`config.mk`:
```
export PLATFORM = sky130hd
export DESIGN_NAME = tone_melody_clock_output_control
export DESIGN_NICKNAME = d
export VERILOG_FILES = /design/src/logic/tone_pkg.sv /design/src/logic/tone_clock_divider.sv /design/src/logic/tone_melody_clock_output_control.sv
export VERILOG_INCLUDE_DIRS = /design/src /design/src/logic
export SDC_FILE = /design/constraint.sdc
export NUM_CORES = 1
export LEC_CHECK = 0
export BUFFER_PORTS_ARGS = -buffer_cell sky130_fd_sc_hd__clkbuf_2
export CORE_ASPECT_RATIO = 1.4
export CORE_MARGIN = 10
export CORE_UTILIZATION = 43
export DETAILED_ROUTE_END_ITERATION = 16
export GPL_ROUTABILITY_DRIVEN = 0
export HOLD_SLACK_MARGIN = 0.03
export PLACE_DENSITY_LB_ADDON = 0.1
export SLEW_MARGIN = 15
export SYNTH_ARGS = -nofsm -noshare
export SYNTH_HDL_FRONTEND = slang
export SYNTH_SLANG_ARGS = --single-unit
```
`constraint.sdc`:
```
create_clock -name clock -period 5 [get_ports clock]
set_input_delay 0.5 -clock clock [delete_from_list [all_inputs] [get_ports clock]]
set_output_delay 0.5 -clock clock [all_outputs]
set_load 0.005 [all_outputs]
```
`src/logic/tone_params.svh`:
```
// constants of the tone generator control block
`ifndef TONE_PARAMS_SVH
`define TONE_PARAMS_SVH

// ======================================================================
// register map
`define TONE_ADDR_HIGH_CODE   8'h11
`define TONE_ADDR_LOW_CODE    8'h12
`define TONE_ADDR_CONTROL     8'h13

// ======================================================================
// control fields
`define TONE_BIT_MELODY_EN    0
`define TONE_BIT_DIVIDE_BY_THREE_SELECT_SEL     1
`define TONE_BIT_CLOCK_EN     2
`define TONE_CONTROL_WIDTH    3

// ======================================================================
// reset values
`define TONE_RESET_CODE       8'h00
`define TONE_RESET_CONTROL    3'h0
`define TONE_READ_EMPTY       8'h00

// ======================================================================
// synthesis timing
`define TONE_STEPS_LAST       5'h16
`define TONE_MELODY_HIGH      5'h0c
`define TONE_DIV_LAST         2'h2
`define TONE_SAMPLE_MID       9'h100
`define TONE_SAMPLE_BIAS      10'sh100

`endif

```
`src/logic/tone_pkg.sv`:
```
// types shared by the tone generator control block
package tone_pkg;

  typedef struct packed {
    logic [7:0] addr;
    logic [7:0] wdata;
    logic       write;
    logic       read;
  } reg_req_t;

  typedef struct packed {
    logic out;
    logic oe_n;
  } pin_drive_t;

  typedef struct packed {
    logic [8:0] prescale;
    logic [4:0] step;
  } synth_t;

  typedef struct packed {
    logic [1:0] count;
    logic       divide_by_three_select_active;
    logic       level;
  } divider_state_t;

  typedef struct packed {
    logic [7:0] high_group_freq_code;
    logic [7:0] low_group_freq_code;
    logic [2:0] clock_melody_control;
    logic [7:0] rdata;
    synth_t     high_synth;
    synth_t     low_synth;
    logic       melody_level;
    logic [8:0] tone_sample;
    logic       tone_oe_n;
    pin_drive_t clock_line;
    pin_drive_t melody_line;
    logic       clock_line_pin;
    logic       clock_line_ff;
    logic       melody_line_pin;
    logic       melody_line_ff;
  } control_state_t;

endpackage

```
`src/logic/tone_clock_divider.sv`:
```
// generator clock divider: tick strobe and exported clock level
`timescale 1ns/1ns
`default_nettype none
`include "tone_params.svh"

module tone_clock_divider (
  // clock and reset
  input  wire logic clock,
  input  wire logic rst_n,
  // mode
  input  wire logic divide_by_three_select_select,
  // generator timing
  output logic      gen_tick,
  output logic      clock_level
);

  tone_pkg::divider_state_t state;
  tone_pkg::divider_state_t next_state;

  // ======================================================================
  // modulo-3 count, mode taken only at the period boundary
  always_comb begin
    next_state = state;
    if (state.count == `TONE_DIV_LAST || !state.divide_by_three_select_active) begin
      next_state.count = 2'h0;
      next_state.divide_by_three_select_active = divide_by_three_select_select;
    end else begin
      next_state.count = state.count + 2'h1;
    end
    if (next_state.divide_by_three_select_active) begin
      next_state.level = (next_state.count == 2'h0);
    end else begin
      next_state.level = ~state.level;
    end
  end

  always_ff @(posedge clock or negedge rst_n) begin
    if (!rst_n) begin
      state <= '0;
    end else begin
      state <= next_state;
    end
  end

  // one tick per generator clock period
  assign gen_tick = !state.divide_by_three_select_active || state.count == `TONE_DIV_LAST;
  assign clock_level = state.level;

endmodule

`default_nettype wire

```
`src/logic/tone_melody_clock_output_control.sv`:
```
// frequency codes, clock/melody control and shared pin routing
//
// Design decision made here: strobed register access.
`timescale 1ns/1ns
`default_nettype none
`include "tone_params.svh"

module tone_melody_clock_output_control (
  // clock and reset
  input  wire logic                 clock,
  input  wire logic                 rst_n,
  // register port
  input  wire tone_pkg::reg_req_t   reg_req,
  output logic [7:0]                rdata,
  // shared clock port line
  input  wire logic                 clock_line_in,
  input  wire logic                 clock_line_port_ff,
  output tone_pkg::pin_drive_t      clock_line_drive,
  output logic                      clock_line_pin_read,
  output logic                      clock_line_ff_read,
  // shared melody port line
  input  wire logic                 melody_line_in,
  input  wire logic                 melody_line_port_ff,
  output tone_pkg::pin_drive_t      melody_line_drive,
  output logic                      melody_line_pin_read,
  output logic                      melody_line_ff_read,
  // tone pin sample
  output logic [8:0]                tone_sample,
  output logic                      tone_oe_n,
  // generator status
  output logic                      generator_on,
  output logic                      gen_tick
);

  tone_pkg::control_state_t state;
  tone_pkg::control_state_t next_state;

  logic                     clock_level;

  // ======================================================================
  // helpers

  // one period of the sine spans the 23 steps of a synthesizer
  function automatic logic signed [7:0] sine_of(input logic [4:0] step);
    logic signed [7:0] value;
    value = 8'sh00;
    unique case (step)
      5'h00: value = 8'sh00;
      5'h01: value = 8'sh1b;
      5'h02: value = 8'sh34;
      5'h03: value = 8'sh49;
      5'h04: value = 8'sh59;
      5'h05: value = 8'sh62;
      5'h06: value = 8'sh64;
      5'h07: value = 8'sh5e;
      5'h08: value = 8'sh52;
      5'h09: value = 8'sh3f;
      5'h0a: value = 8'sh28;
      5'h0b: value = 8'sh0e;
      5'h0c: value = -8'sh0e;
      5'h0d: value = -8'sh28;
      5'h0e: value = -8'sh3f;
      5'h0f: value = -8'sh52;
      5'h10: value = -8'sh5e;
      5'h11: value = -8'sh64;
      5'h12: value = -8'sh62;
      5'h13: value = -8'sh59;
      5'h14: value = -8'sh49;
      5'h15: value = -8'sh34;
      5'h16: value = -8'sh1b;
      default: value = 8'sh00;
    endcase
    return value;
  endfunction

  // x+2 generator ticks per step, 23 steps per period
  function automatic tone_pkg::synth_t advance(
    input tone_pkg::synth_t s,
    input logic [7:0]       code,
    input logic             tick
  );
    tone_pkg::synth_t r;
    logic [8:0]       last;
    r = s;
    last = {1'b0, code} + 9'h001;
    if (code == `TONE_RESET_CODE) begin
      r = '0;
    end else if (tick) begin
      if (s.prescale >= last) begin
        r.prescale = 9'h000;
        if (s.step >= `TONE_STEPS_LAST) begin
          r.step = 5'h00;
        end else begin
          r.step = s.step + 5'h01;
        end
      end else begin
        r.prescale = s.prescale + 9'h001;
      end
    end
    return r;
  endfunction

  // contribution of one group, silent when its synthesizer is stopped
  function automatic logic signed [9:0] voice(
    input tone_pkg::synth_t s,
    input logic [7:0]       code
  );
    logic signed [9:0] v;
    v = 10'sh000;
    if (code != `TONE_RESET_CODE) begin
      v = 10'(sine_of(s.step));
    end
    return v;
  endfunction

  // ======================================================================
  // generator clock

  tone_clock_divider divider (
    .clock       (clock),
    .rst_n       (rst_n),
    .divide_by_three_select_select (state.clock_melody_control[`TONE_BIT_DIVIDE_BY_THREE_SELECT_SEL]),
    .gen_tick    (gen_tick),
    .clock_level (clock_level)
  );

  // ======================================================================
  // next state

  logic              high_on;
  logic              low_on;
  logic              clock_out_enable;
  logic              divide_by_three_select;
  logic              melody_out_enable;
  logic signed [9:0] high_voice;
  logic signed [9:0] low_voice;
  logic signed [9:0] mix;
  logic [9:0]        biased;
  logic              melody_wave;

  always_comb begin
    next_state = state;

    high_on = state.high_group_freq_code != `TONE_RESET_CODE;
    low_on = state.low_group_freq_code != `TONE_RESET_CODE;
    clock_out_enable = state.clock_melody_control[`TONE_BIT_CLOCK_EN];
    divide_by_three_select =
      state.clock_melody_control[`TONE_BIT_DIVIDE_BY_THREE_SELECT_SEL];
    melody_out_enable = state.clock_melody_control[`TONE_BIT_MELODY_EN];

    // register writes
    if (reg_req.write) begin
      unique case (reg_req.addr)
        `TONE_ADDR_HIGH_CODE: begin
          next_state.high_group_freq_code = reg_req.wdata;
        end
        `TONE_ADDR_LOW_CODE: begin
          next_state.low_group_freq_code = reg_req.wdata;
        end
        `TONE_ADDR_CONTROL: begin
          next_state.clock_melody_control =
            reg_req.wdata[`TONE_CONTROL_WIDTH-1:0];
        end
        default: begin
        end
      endcase
    end

    // register reads, answered in the next cycle only
    next_state.rdata = `TONE_READ_EMPTY;
    if (reg_req.read && reg_req.addr == `TONE_ADDR_CONTROL) begin
      next_state.rdata = {5'h00, state.clock_melody_control};
    end

    // synthesizers
    next_state.high_synth =
      advance(state.high_synth, state.high_group_freq_code, gen_tick);
    next_state.low_synth =
      advance(state.low_synth, state.low_group_freq_code, gen_tick);

    // low group about 2 dB below the high group
    high_voice = voice(state.high_synth, state.high_group_freq_code);
    low_voice = voice(state.low_synth, state.low_group_freq_code);
    mix = high_voice + low_voice - (low_voice >>> 3) - (low_voice >>> 4);
    biased = mix + `TONE_SAMPLE_BIAS;

    // tone pin floats once both groups are stopped
    if (high_on || low_on) begin
      next_state.tone_sample = biased[8:0];
      next_state.tone_oe_n = 1'b0;
    end else begin
      next_state.tone_sample = `TONE_SAMPLE_MID;
      next_state.tone_oe_n = 1'b1;
    end

    // melody square wave, 12 of 23 steps high
    melody_wave = state.high_synth.step < `TONE_MELODY_HIGH;
    if (!high_on) begin
      next_state.melody_level = 1'b1;
    end else begin
      next_state.melody_level = melody_wave;
    end

    // clock line: port flip-flop still gates the exported clock
    if (clock_out_enable) begin
      next_state.clock_line.out = clock_level & clock_line_port_ff;
      next_state.clock_line.oe_n = 1'b0;
    end else begin
      next_state.clock_line.out = clock_line_port_ff;
      next_state.clock_line.oe_n = clock_line_port_ff;
    end

    // melody line: same sharing with its port flip-flop
    if (melody_out_enable) begin
      next_state.melody_line.out =
        state.melody_level & melody_line_port_ff;
      next_state.melody_line.oe_n = 1'b0;
    end else begin
      next_state.melody_line.out = melody_line_port_ff;
      next_state.melody_line.oe_n = melody_line_port_ff;
    end

    // port instructions keep reading pin and flip-flop in every mode
    next_state.clock_line_pin = clock_line_in;
    next_state.clock_line_ff = clock_line_port_ff;
    next_state.melody_line_pin = melody_line_in;
    next_state.melody_line_ff = melody_line_port_ff;

    if (divide_by_three_select && !clock_out_enable) begin
      next_state.clock_line_pin = clock_line_in;
    end
  end

  // ======================================================================
  // state register

  always_ff @(posedge clock or negedge rst_n) begin
    if (!rst_n) begin
      state <= '0;
      state.high_group_freq_code <= `TONE_RESET_CODE;
      state.low_group_freq_code <= `TONE_RESET_CODE;
      state.clock_melody_control <= `TONE_RESET_CONTROL;
      state.tone_sample <= `TONE_SAMPLE_MID;
      state.tone_oe_n <= 1'b1;
      state.melody_level <= 1'b1;
      state.clock_line.oe_n <= 1'b1;
      state.melody_line.oe_n <= 1'b1;
      state.clock_line.out <= 1'b1;
      state.melody_line.out <= 1'b1;
    end else begin
      state <= next_state;
    end
  end

  // ======================================================================
  // outputs

  assign rdata = state.rdata;
  assign clock_line_drive = state.clock_line;
  assign melody_line_drive = state.melody_line;
  assign clock_line_pin_read = state.clock_line_pin;
  assign clock_line_ff_read = state.clock_line_ff;
  assign melody_line_pin_read = state.melody_line_pin;
  assign melody_line_ff_read = state.melody_line_ff;
  assign tone_sample = state.tone_sample;
  assign tone_oe_n = state.tone_oe_n;
  assign generator_on = !state.tone_oe_n;

endmodule

`default_nettype wire

```
Word-level counts from Yosys, hierarchy flattened
Memories as Yosys holds them, arrays and structs flattened. Cells that the tools add are included.

Input port bits: 24. Output and inout port bits: 28. Word-level logic and storage cells: 86. Memories: 2. Flip-flop bits (word level): 78. Memory bits (read-only): 512.

Memory list: (name not given) (words 32, width 8, rd ports 1, clocked after Yosys merged registers in 0, write ports 0, RTL line tone_melody_clock_output_control.sv:47) `unique case (step)`; (name not given) (words 32, width 8, rd ports 1, clocked after Yosys merged registers in 0, write ports 0, RTL line tone_melody_clock_output_control.sv:47).

Magnitude comparators: 5. Eq/ne operators: 4. Muxes and demuxes: 20. Reduce and logical (&&, ||, !) cells: 19. Add/sub/neg operators: 11. Bitwise operators: 3.

Operators with widths (number): $mux W14 (4); $mux W9 (3); $eq A8 B5 Y1 const B (3); $mux W10 (2); $mux W5 (4); $add A8 B1 Y9 const B (2); $add A9 B1 Y9 const B (2); $ge A9 B9 Y1 (2); $logic_not A8 Y1 (2); $reduce_bool A8 Y1 (2); $add A5 B1 Y5 const B (2); $ge A5 B5 Y1 const B (2); $reduce_and A2 Y1 (5); $add A9 B9 Y9 (1); $add A9 B9 Y9 const B (1); $sub A9 B6 Y9 (1); $sub A9 B7 Y9 (1); $reduce_bool A2 Y1 (4); $mux W2 (3); $lt A5 B4 Y1 const B (1); $mux W1 (3); $mux W3 (1); $add A2 B1 Y2 const B (1); $and A1 B1 Y1 (2); 6 further kinds (8).

Logic depth before layout (Yosys ltp)
Gate-level depths: netlist of run 1.

Depth after elaboration: 7. Depth in mapped cells: 19.

By module
Synthesis of run 1 repeated with hierarchy kept, for this count alone.

Cells, all modules: 611. Area, all modules: 5577.8 µm².

By module, submodules not included: tone_melody_clock_output_control (instances 1, area an instance 5413.9 µm², cells each 598); tone_clock_divider (instances 1, area an instance 163.9 µm², cells each 13).

Worst setup path after synthesis of run 1
No wires, ideal clock.

Path type: register -> register. Start: reg state[19] (netlist bit). End: reg, netlist name tone_sample[8]. Path slack: 0.740 ns. Cell stages (with the launch flop): 18. Data arrival time: 4.169 ns. Path through: dfrtp_1 > inv_1 > ha_1 > o21bai_1 > a21oi_1 > o211ai_1 > inv_1 > fa_1 > inv_1 > fa_1 > ha_1 > ha_1 > fa_1 > a21o_1 > a21oi_1 > o21ai_0 > xnor2_1 > o21ai_0.

RTL lines: from (decl) (RTL line tone_melody_clock_output_control.sv:35) `tone_pkg::control_state_t state;`; from (signal assigned) (RTL line tone_melody_clock_output_control.sv:251) `state <= next_state;`.

==> results of run 1 <==
[how the worst min path moves through the flow]
| stage | slack [ns] | to | from |
|---|---|---|---|
| floorplan | 0.20 | clock_line_ff_read | rst_n |
| global placement | 0.43 | divider.state[2] | divider.state[2] |
| detailed placement | 0.44 | divider.state[2] | divider.state[2] |
| CTS | 0.25 | melody_line_pin_read | melody_line_in |
| global route | 0.25 | melody_line_pin_read | melody_line_in |
| finish | 0.26 | melody_line_pin_read | melody_line_in |
[worst max-delay path: stages, from the launching register on]
cell      delay [ns]
dfrtp_1         0.47
inv_1           0.21
ha_1            0.30
nor2b_1         0.16
o21bai_1        0.14
a21oi_1         0.09
o211ai_1        0.26
inv_1           0.12
fa_1            0.51
inv_1           0.06
fa_1            0.47
ha_1            0.31
ha_1            0.24
fa_1            0.45
a21o_1          0.19
a21oi_1         0.20
o21ai_0         0.15
xnor2_1         0.14
o21ai_0         0.09
[cell usage in the layout (no fill, tap or decap), types with 3 or more instances in the layout]
| master | count |
|---|---|
| clkbuf_16 | 9 |
| dfstp_2 | 7 |
| o21a_1 | 5 |
| mux2i_1 | 6 |
| inv_6 | 3 |
| mux4_2 | 3 |
| o21ai_0 | 38 |
| nand2b_1 | 10 |
| inv_1 | 42 |
| nand4_1 | 7 |
| buf_4 | 6 |
| ha_1 | 54 |
| a21oi_1 | 32 |
| a21boi_0 | 4 |
| dfrtp_1 | 66 |
| a21o_1 | 9 |
| and2_1 | 6 |
| xnor2_1 | 7 |
| o211ai_1 | 5 |
| a31oi_1 | 5 |
| nor2b_1 | 11 |
| nand3_1 | 26 |
| clkbuf_2 | 45 |
| a211oi_1 | 6 |
| and3_1 | 3 |
| mux2_2 | 20 |
| fa_1 | 11 |
| nor3_1 | 15 |
| nand2_1 | 48 |
| o22ai_1 | 5 |
| xor2_1 | 10 |
| o21ai_2 | 3 |
| nor2_1 | 39 |
| conb_1 | 5 |
[final cells by class]
class	instances	area, um^2
sequential	73	1840
timing repair buffer	51	270
tap	150	188
clock inverter	7	83.8
multi-input combinational	432	3250
inverter	42	158
clock buffer	9	225
fill	1176	6360
[cell families after synthesis]
group	synth area share, %
other	0.0686
xor gates and xnor gates	2.72
DFF	33.6
buffers and inverters	7.32
and+or+nand+nor	17.2
adders and majority gates	16.4
AOI/OAI and AO/OA	16.1
muxes	6.66
[synth_stat cells (9+ instances only)]
cell	count
a21o_1	9
a21oi_1	32
buf_4	21
clkbuf_1	15
dfrtp_1	66
fa_1	11
ha_1	54
inv_1	42
mux2_2	20
nand2_1	48
nand2b_1	10
nand3_1	26
nor2_1	39
nor2b_1	11
nor3_1	15
o21ai_0	38
xor2_1	10
[sequential cells by signal, summed over array words and instances (netlist names)]
register	cells
divider.state	3
clock_line_ff_read	1
melody_line_drive	2
tone_oe_n	1
rdata	3
clock_line_pin_read	1
clock_line_drive	2
divider.clock_level	1
tone_sample	9
melody_line_ff_read	1
melody_out_enable	1
clock_out_enable	1
melody_line_pin_read	1
state	45
divide_by_three_select	1
[metrics by stage]
step | power, W | util, % | setup slack, ns
global route | 0.00298 | 48.6 | 0.0580
global placement | 0.00204 | 46.1 | 0.426
floorplan | 0.00181 | - | 0.740
detailed placement | 0.00207 | 46.1 | 0.358
CTS | 0.00277 | 48.6 | 0.348
finish | 0.00272 | 48.6 | 0.376
[power by group through the flow]
| stage | Clock, W | Combinational [W] | Sequential [W] |
|---|---|---|---|
| after global placement | 0 | 0.00127 | 0.000772 |
| final | 0.000676 | 0.00128 | 0.000763 |
| after CTS | 0.000699 | 0.00131 | 0.000764 |
| after floorplan | 0 | 0.00106 | 0.000749 |
| after detailed placement | 0 | 0.00130 | 0.000775 |
| after global routing | 0.000715 | 0.00149 | 0.000777 |
[layer usage]
layer,wire [um],GRT usage [%]
met4,216,5.61
met2,6200,24.5
met3,391,2.19
met1,4940,16.4
met5,0,0
==> impl_metrics.env, run 1 <==
export IMPL_yosys_register_bits=73
export IMPL_core_mm2=0.0124
export IMPL_critPathKind="register to register"
export IMPL_crit_end="tone_sample[8]"
export IMPL_io_buffer_count=46
export IMPL_max_slew_margin_pct=34.9
export IMPL_maxCapViolations=0
export IMPL_syn_inst=583
export IMPL_cts_inserted_buffers=9
export IMPL_grt_pass1_wl_mm=20.5
export IMPL_r2r_start="state[19]"
export IMPL_endpoint_kind="register"
export IMPL_yosysSeqAreaShare_pct=33.6
export IMPL_ctsLongestPathBuffers=2
export IMPL_place_hpwl_mm=8.98
export IMPL_net_switching_power_w=0.00107
export IMPL_synth_area_leader_cell="dfrtp_1"
export IMPL_drtAntennaViolNets=0
export IMPL_dp_cells=748
export IMPL_ctsResizeCount=0
export IMPL_via_count=4183
export IMPL_reg2reg_slack_ns=0.38
export IMPL_setup_viol=0
export IMPL_first_global_vias=4274
export IMPL_period_needed_ns=4.62
export IMPL_n_antenna_cell=0
export IMPL_clkSlewWorstSetupHoldPaths_ns=0.07
export IMPL_postSynthAreaPerCell_um2=9.38
export IMPL_track_usage_pct=14.0
export IMPL_fin_tns_setup_ns=0
export IMPL_row_count=48
export IMPL_antenna_found_initial=0
export IMPL_synthDominantCellAreaShare_pct=30.2
export IMPL_p_int_w=0.00165
export IMPL_cts_setup_buffers=0
export IMPL_crit_start="state[19]"
export IMPL_finalCritPeriodShare_pct=92.5
export IMPL_grt_max_degree=74
export IMPL_placed_area_mm2=0.00570
export IMPL_area_growth_pct=9.86
export IMPL_ios=52
export IMPL_htreeDepth=3
export IMPL_first_pass_iters=5
export IMPL_pwr_share_clk_pct=24.8
export IMPL_first_iter_violations=163
export IMPL_power_frac_comb_pct=47.1
export IMPL_clock_sinks=73
export IMPL_p_seq_share_pct=28.0
export IMPL_die_area_mm2=0.0177
export IMPL_avgRoutedWirePerCell_um=15.4
export IMPL_finalNonFillerCells=764
export IMPL_yosys_warnings=0
export IMPL_ys_types=63
export IMPL_final_area_mm2=0.00601
export IMPL_drcViolationCount=0
export IMPL_synth_flop_cell="dfrtp_1"
export IMPL_r2r_end="tone_sample[8]"
export IMPL_status="completed"
export IMPL_cp_arrival_ns=4.88
export IMPL_via_per_inst=5.48
export IMPL_rsz0062_at_grt="no"
export IMPL_synth_edf_count=0
export IMPL_die_h_um=153
export IMPL_final_nets=698
export IMPL_final_setup_skew_ns=0.00669
export IMPL_ir_drop_uv=239
export IMPL_synth_area_top_cells="dfrtp_1, ha_1, mux2_2"
export IMPL_worstPathRequired_ns=5.26
export IMPL_finalHoldViolCount=0
export IMPL_wl_mm=11.7
export IMPL_cp_max_fo=9
export IMPL_initial_core_util_pct=44.2
export IMPL_min_path_cells=1
export IMPL_timing_hold_ws_ns=0.264
export IMPL_grt_overflow_total=0
export IMPL_drv_slew=0
export IMPL_synth_area_mm2=0.00547
export IMPL_start_kind="register"
export IMPL_async_reset_ff_share_pct=100
export IMPL_cts_root_buf="clkbuf_16"
export IMPL_fmax_ghz=0.216
export IMPL_p_leak_nw=2.87
export IMPL_cts_tree="done"
export IMPL_drive_gt1_share_pct=17.8
export IMPL_swShare_pct=39.2
export IMPL_die_w_um=115
export IMPL_worst_pin_slew_ns=0.977
export IMPL_reg2regPathDepth=18
export IMPL_hold_class="input pin to register"
export IMPL_clk_latency_ns=0.34
export IMPL_cts_hold_buffers=0
export IMPL_power_density_mw_per_mm2=453
Power figures use the tool's default switching activity.
==> run 2, diff against run 1 <==
--- a/config.mk
+++ b/config.mk
@@ -6,6 +6,7 @@
 export SDC_FILE = /design/constraint.sdc
 export NUM_CORES = 1
 export LEC_CHECK = 0
+export ABC_AREA = 1
 export BUFFER_PORTS_ARGS = -buffer_cell sky130_fd_sc_hd__clkbuf_2
 export CORE_ASPECT_RATIO = 1.4
 export CORE_MARGIN = 10
==> run 2 against run 1 <==
Effect of this change:
- worst setup slack improved by 0.38 ns
- sequential cell count did not move
- synthesized area is 2.1% higher
- critical path type unchanged
- largest power group unchanged
- first-iteration DRC count up 14%
==> impl_metrics.env, run 2 <==
export IMPL_status="completed"
export IMPL_pwr_share_clk_pct=25.2
export IMPL_swShare_pct=42.2
export IMPL_synth_area_mm2=0.00559
export IMPL_worstPathRequired_ns=5.26
export IMPL_r2r_start="state[19]"
export IMPL_io_buffer_count=46
export IMPL_postSynthAreaPerCell_um2=7.87
export IMPL_maxCapViolations=0
export IMPL_place_hpwl_mm=9.54
export IMPL_ys_types=43
export IMPL_final_setup_skew_ns=0.00840
export IMPL_finalHoldViolCount=0
export IMPL_synth_area_top_cells="dfrtp_1, ha_1, nand2_1"
export IMPL_r2r_end="tone_sample[8]"
export IMPL_area_growth_pct=8.92
export IMPL_hold_class="input pin to register"
export IMPL_power_density_mw_per_mm2=443
export IMPL_layout_commonest_cell="nand2_1"
export IMPL_fmax_ghz=0.236
export IMPL_via_count=4540
export IMPL_reg2regPathDepth=20
export IMPL_die_h_um=155
export IMPL_drcViolationCount=0
export IMPL_p_seq_share_pct=27.9
export IMPL_reg_top3="state (45), tone_sample (9)"
export IMPL_die_w_um=116
export IMPL_cp_arrival_ns=4.50
export IMPL_yosysSeqAreaShare_pct=32.9
export IMPL_synth_flop_cell="dfrtp_1"
export IMPL_met1_length_mm=4.85
export IMPL_power_w=0.00269
export IMPL_wl_met3_um=459
export IMPL_htreeDepth=3
export IMPL_core_mm2=0.0128
export IMPL_dp_worst_setup_slack_ns=0.771
export IMPL_row_count=49
export IMPL_ir_drop_uv=247
export IMPL_syn_inst=710
export IMPL_power_frac_comb_pct=46.9
export IMPL_p_leak_nw=3.01
export IMPL_start_kind="register"
export IMPL_min_from="clock_line_in"
export IMPL_synth_most_common_cell="nand2_1"
export IMPL_cp_max_fo=10
export IMPL_cts_inserted_buffers=9
export IMPL_final_nets=825
export IMPL_rsz0062_at_grt="no"
export IMPL_yosys_warnings=0
export IMPL_dp_cells=878
export IMPL_highest_layer="met4"
export IMPL_synthDominantCellAreaShare_pct=29.6
export IMPL_net_switching_power_w=0.00114
export IMPL_endpoint_kind="register"
export IMPL_max_slew_margin_pct=37.2
export IMPL_via_per_inst=5.08
export IMPL_first_iter_violations=186
export IMPL_cts_root_buf="clkbuf_16"
export IMPL_clk_latency_ns=0.34
export IMPL_crit_end="tone_sample[8]"
export IMPL_cts_hold_buffers=0
export IMPL_ctsResizeCount=0
export IMPL_ios=52
export IMPL_reg2reg_slack_ns=0.75
export IMPL_clock_sinks=73
export IMPL_critPathKind="register to register"
export IMPL_first_pass_iters=5
export IMPL_fin_ws_ns=0.754
export IMPL_ctsLongestPathBuffers=2
export IMPL_cts_setup_buffers=0
export IMPL_async_reset_ff_share_pct=100
export IMPL_grt_max_degree=74
export IMPL_clkSlewWorstSetupHoldPaths_ns=0.06
export IMPL_drtAntennaViolNets=0
export IMPL_fin_util_pct=47.5
export IMPL_n_antenna_cell=0
export IMPL_antenna_found_initial=0
export IMPL_period_needed_ns=4.25
export IMPL_die_area_mm2=0.0180
export IMPL_drv_slew=0
export IMPL_fin_tns_setup_ns=0
export IMPL_crit_start="state[19]"
export IMPL_ys_top_cells_by_count="nand2_1, inv_1, nor2_1, dfrtp_1, ha_1"
export IMPL_finalNonFillerCells=894
export IMPL_drive_gt1_share_pct=15.7
export IMPL_yosys_register_bits=73
export IMPL_regMostFlops="state"
export IMPL_largest_reg_flops=45
export IMPL_worst_pin_slew_ns=0.942
export IMPL_finalCritPeriodShare_pct=84.9
export IMPL_synth_area_leader_cell="dfrtp_1"
export IMPL_p_int_w=0.00156
export IMPL_track_usage_pct=14.4
export IMPL_avgRoutedWirePerCell_um=13.8
export IMPL_first_global_vias=4646
export IMPL_synth_edf_count=0
export IMPL_wl_met2_mm=6.78
export IMPL_setup_viol=0
export IMPL_final_cell_mix="nand2_1, inv_1, nor2_1"
export IMPL_wl_mm=12.3
export IMPL_cts_tree="done"
export IMPL_initial_core_util_pct=43.6
export IMPL_grt_pass1_wl_mm=21.1
export IMPL_grt_overflow_total=0
==> run 2: cell count changes after synthesis, sizes merged, moves of 7 or more <==
| cell | delta |
|---|---|
| nor2 | +38 |
| nand2 | +123 |
| a21o | -9 |
| nand3 | +19 |
| nor3 | -7 |
| nor2b | -11 |
| buf | +11 |
| mux2 | -21 |
| inv | +59 |
| clkbuf | -16 |
| nand2b | -10 |
==> run 2: routing by layer <==
metal  vias to the layer above  global-route usage (%)
met5                         -                       0
met4                         0                    5.08
met3                        21                    2.77
met2                        85                    27.1
met1                      2119                    15.2
li1                       2315                       -
==> run 2: logic make-up (layout without fill, tap and decap cells) <==
| logic type | Yosys count | count (layout) | synth area share (%) |
|---|---|---|---|
| AOI/OAI and AO/OA | 98 | 98 | 10.6 |
| xor gates and xnor gates | 17 | 17 | 2.67 |
| adders and majority gates | 65 | 65 | 16.0 |
| buffers and inverters | 136 | 163 | 11.3 |
| DFF | 73 | 73 | 32.9 |
| other | 1 | 5 | 0.0671 |
| and+or+nand+nor | 320 | 320 | 26.5 |
==> run 2: how the worst min path moves through the flow <==
stage,cells past startpoint,to
after detailed placement,1,melody_line_drive[0]
final,1,clock_line_pin_read
after global routing,1,clock_line_pin_read
after global placement,1,melody_line_drive[0]
after CTS,1,clock_line_pin_read
after floorplan,0,clock_line_ff_read
==> run 2: final cells by class <==
cell class / instances / area (um^2)
sequential: 73 / 1840
timing repair buffer: 46 / 233
inverter: 101 / 382
multi-input combinational: 505 / 3130
clock inverter: 7 / 83.8
fill: 1280 / 6730
clock buffer: 9 / 225
tap: 153 / 191
==> run 2: power groups by stage <==
| stage | Combinational [W] | Clock (W) | Sequential (W) |
|---|---|---|---|
| 5_1_grt | 0.00147 | 0.000723 | 0.000764 |
| 2_1_floorplan | 0.00103 | 0 | 0.000744 |
| 3_3_place_gp | 0.00125 | 0 | 0.000759 |
| 3_5_place_dp | 0.00127 | 0 | 0.000762 |
| 4_1_cts | 0.00128 | 0.000705 | 0.000751 |
| 6_report | 0.00126 | 0.000679 | 0.000751 |
==> run 2: critical path, stage by stage (launching register included) <==
cell and delay, ns:
dfrtp_1 0.43, inv_1 0.26, ha_1 0.31, inv_1 0.10
nand2_1 0.09, nand2_1 0.11, nand2_1 0.05, nand3_1 0.07
o21ai_1 0.06, nand2_1 0.09, inv_1 0.08, fa_1 0.50
inv_1 0.05, fa_1 0.47, ha_1 0.30, ha_1 0.25
fa_1 0.49, nand4_1 0.12, o211ai_1 0.11, a21oi_1 0.12
o21ai_0 0.09
==> run 2: metrics by stage <==
stage	cell area, um^2	hold slack [ns]
floorplan	5600	0.204
global placement	5770	0.392
detailed placement	5770	0.374
CTS	6080	0.255
global route	6080	0.254
finish	6080	0.267
==> run 3, diff against run 2 <==
==> constraint.sdc (replaced) <==
create_clock -name clock -period 3.9 [get_ports clock]
set_input_delay 0.39 -clock clock [delete_from_list [all_inputs] [get_ports clock]]
set_output_delay 0.39 -clock clock [all_outputs]
set_load 0.005 [all_outputs]
==> run 3 against run 2 <==
Effect of this change:
- highest routed layer unchanged
- die area is the same
- via count rose by 3.5%
- first-iteration DRC count decreased by 26%
- cell area is 5.6% higher
- non-clock buffer count rose by 38
- worst hold slack got worse by 0.11 ns
- count of clock-buffer cells in the layout rose by 1
- fmax up 16%
- worst setup slack got worse by 0.52 ns
- sequential share of layout area decreased by 1.6 points
- clock power up 28%
- largest power group unchanged
- critical path depth stayed put
- critical path type unchanged
==> impl_metrics.env, run 3 (synthesized netlist as in run 2, its figures left out) <==
export IMPL_antenna_found_initial=0
export IMPL_area_growth_pct=15.0
export IMPL_finalNonFillerCells=932
export IMPL_reg_top3="state (45), tone_sample (9)"
export IMPL_dp_cells=913
export IMPL_dp_worst_setup_slack_ns=-0.0322
export IMPL_die_h_um=155
export IMPL_htreeDepth=3
export IMPL_first_iter_violations=138
export IMPL_final_cell_mix="nand2_1, inv_1, nor2_1"
export IMPL_cp_max_fo=4
export IMPL_track_usage_pct=14.9
export IMPL_layout_commonest_cell="nand2_1"
export IMPL_ctsLongestPathBuffers=2
export IMPL_cts_hold_buffers=0
export IMPL_finalHoldViolCount=0
export IMPL_cpMostUsedCell="nand2_1"
export IMPL_cp_top_family="adder cells"
export IMPL_finalCritPeriodShare_pct=94.1
export IMPL_place_hpwl_mm=10.0
export IMPL_die_area_mm2=0.0180
export IMPL_cts_root_buf="clkbuf_16"
export IMPL_hold_class="input pin to register"
export IMPL_max_slew_margin_pct=36.1
export IMPL_power_w=0.00369
export IMPL_drtAntennaViolNets=0
export IMPL_fin_ws_ns=0.231
export IMPL_placed_area_mm2=0.00604
export IMPL_crit_start="state[19]"
export IMPL_start_kind="register"
export IMPL_endpoint_kind="register"
export IMPL_cts_inserted_buffers=9
export IMPL_fillers=1263
export IMPL_avgRoutedWirePerCell_um=13.7
export IMPL_multiInputGateArea_mm2=0.00318
export IMPL_r2r_start="state[19]"
export IMPL_via_count=4697
export IMPL_core_mm2=0.0128
export IMPL_drv_slew=0
export IMPL_drive_gt1_share_pct=21.2
export IMPL_worst_pin_slew_ns=0.959
export IMPL_final_setup_skew_ns=0.00848
export IMPL_largest_reg_flops=45
export IMPL_regMostFlops="state"
export IMPL_ir_drop_uv=339
export IMPL_seq_area_mm2=0.00184
export IMPL_crit_slowest_cell="fa_1"
export IMPL_final_area_mm2=0.00642
export IMPL_maxCapViolations=0
export IMPL_grt_pass1_wl_mm=21.9
export IMPL_row_count=49
export IMPL_ios=52
export IMPL_grt_max_degree=74
export IMPL_worstPathRequired_ns=4.16
export IMPL_fmax_ghz=0.273
export IMPL_clock_sinks=73
export IMPL_path_cells="inv_2 > ha_4 > inv_1 > nand2_1 > nand2_1 > nand2_1 > nand3_1 > o21ai_1 > nand2_1 > inv_1 > fa_1 > inv_1 > fa_1 > ha_1 > ha_2 > fa_2 > nand4_1 > o211ai_1 > a21oi_1 > o21ai_0"
export IMPL_critPathKind="register to register"
export IMPL_die_w_um=116
export IMPL_slowest_delay_ns=0.53
export IMPL_first_pass_iters=4
export IMPL_grt_overflow_total=0
export IMPL_period_needed_ns=3.67
export IMPL_min_from="clock_line_in"
export IMPL_n_antenna_cell=0
export IMPL_setup_viol=0
export IMPL_via_per_inst=5.04
export IMPL_io_buffer_count=46
export IMPL_cts_tree="done"
export IMPL_clk_latency_ns=0.34
export IMPL_final_nets=863
export IMPL_status="completed"
export IMPL_clkSlewWorstSetupHoldPaths_ns=0.07
export IMPL_cp_arrival_ns=3.93
export IMPL_first_global_vias=4857
export IMPL_p_leak_nw=3.20
export IMPL_initial_core_util_pct=43.6
export IMPL_critical_path_buf_inv_count=4
export IMPL_drcViolationCount=0
export IMPL_wl_mm=12.8
export IMPL_power_density_mw_per_mm2=575
run 3: through the flow:
step	setup TNS [ns]	hold WS (ns)	util, %
3_3_place_gp	0	0.388	47.1
5_1_grt	-0.00461	0.149	50.1
4_1_cts	0	0.150	49.6
3_5_place_dp	-0.0496	0.374	47.1
6_report	0	0.157	50.1
2_1_floorplan	0	0.0944	-
run 3: where the power goes:
part | switching (W) | leakage (nW) | internal (W) | total, W
registers | 0.0000667 | 0.946 | 0.000879 | 0.000946
logic | 0.00109 | 2.10 | 0.000787 | 0.00187
clock network | 0.000351 | 0.150 | 0.000521 | 0.000872
run 3: what timing repair did:
| item | CTS | global route |
|---|---|---|
| setup endpoints to repair | 2 | 5 |
| gates resized for setup | 1 | 11 |
| pin swaps | 0 | 9 |
| setup buffers | 0 | 3 |
run 3: cell type report:
type | count | area share, %
flip-flops and latches | 73 | 28.6
well taps | 153 | 2.98
clock inverters | 6 | 1.13
clock buffers | 10 | 3.72
repair buffers | 84 | 8.06
multi-input cells | 505 | 49.6
inverters | 101 | 5.94
run 3: worst reg2reg max path, cell delays in order (launching register included):
cell	delay (ns)
dfrtp_1	0.42
inv_2	0.11
ha_4	0.22
inv_1	0.07
nand2_1	0.07
nand2_1	0.08
nand2_1	0.05
nand3_1	0.05
o21ai_1	0.07
nand2_1	0.09
inv_1	0.07
fa_1	0.51
inv_1	0.06
fa_1	0.53
ha_1	0.23
ha_2	0.20
fa_2	0.36
nand4_1	0.10
o211ai_1	0.10
a21oi_1	0.12
o21ai_0	0.08
run 3: routing by layer:
metal / wire (um) / global-route usage (%) / vias to the layer above
met3: 437 / 3.08 / 30
met4: 349 / 6.10 / 0
met2: 7010 / 28.1 / 78
met5: 0 / 0 / -
met1: 4990 / 15.2 / 2196
li1: - / - / 2393
run 3: worst paths after layout:
kind | to | slack [ns] | depth (start not counted)
max in group asynchronous | state[34] | 3.01 | 1
min reg2reg | melody_line_drive[0] | 0.40 | 1
max | tone_sample[8] | 0.23 | 20
min | clock_line_pin_read | 0.16 | 1
min in group asynchronous | state[23] | 0.20 | 1
max reg2reg | tone_sample[8] | 0.23 | 20
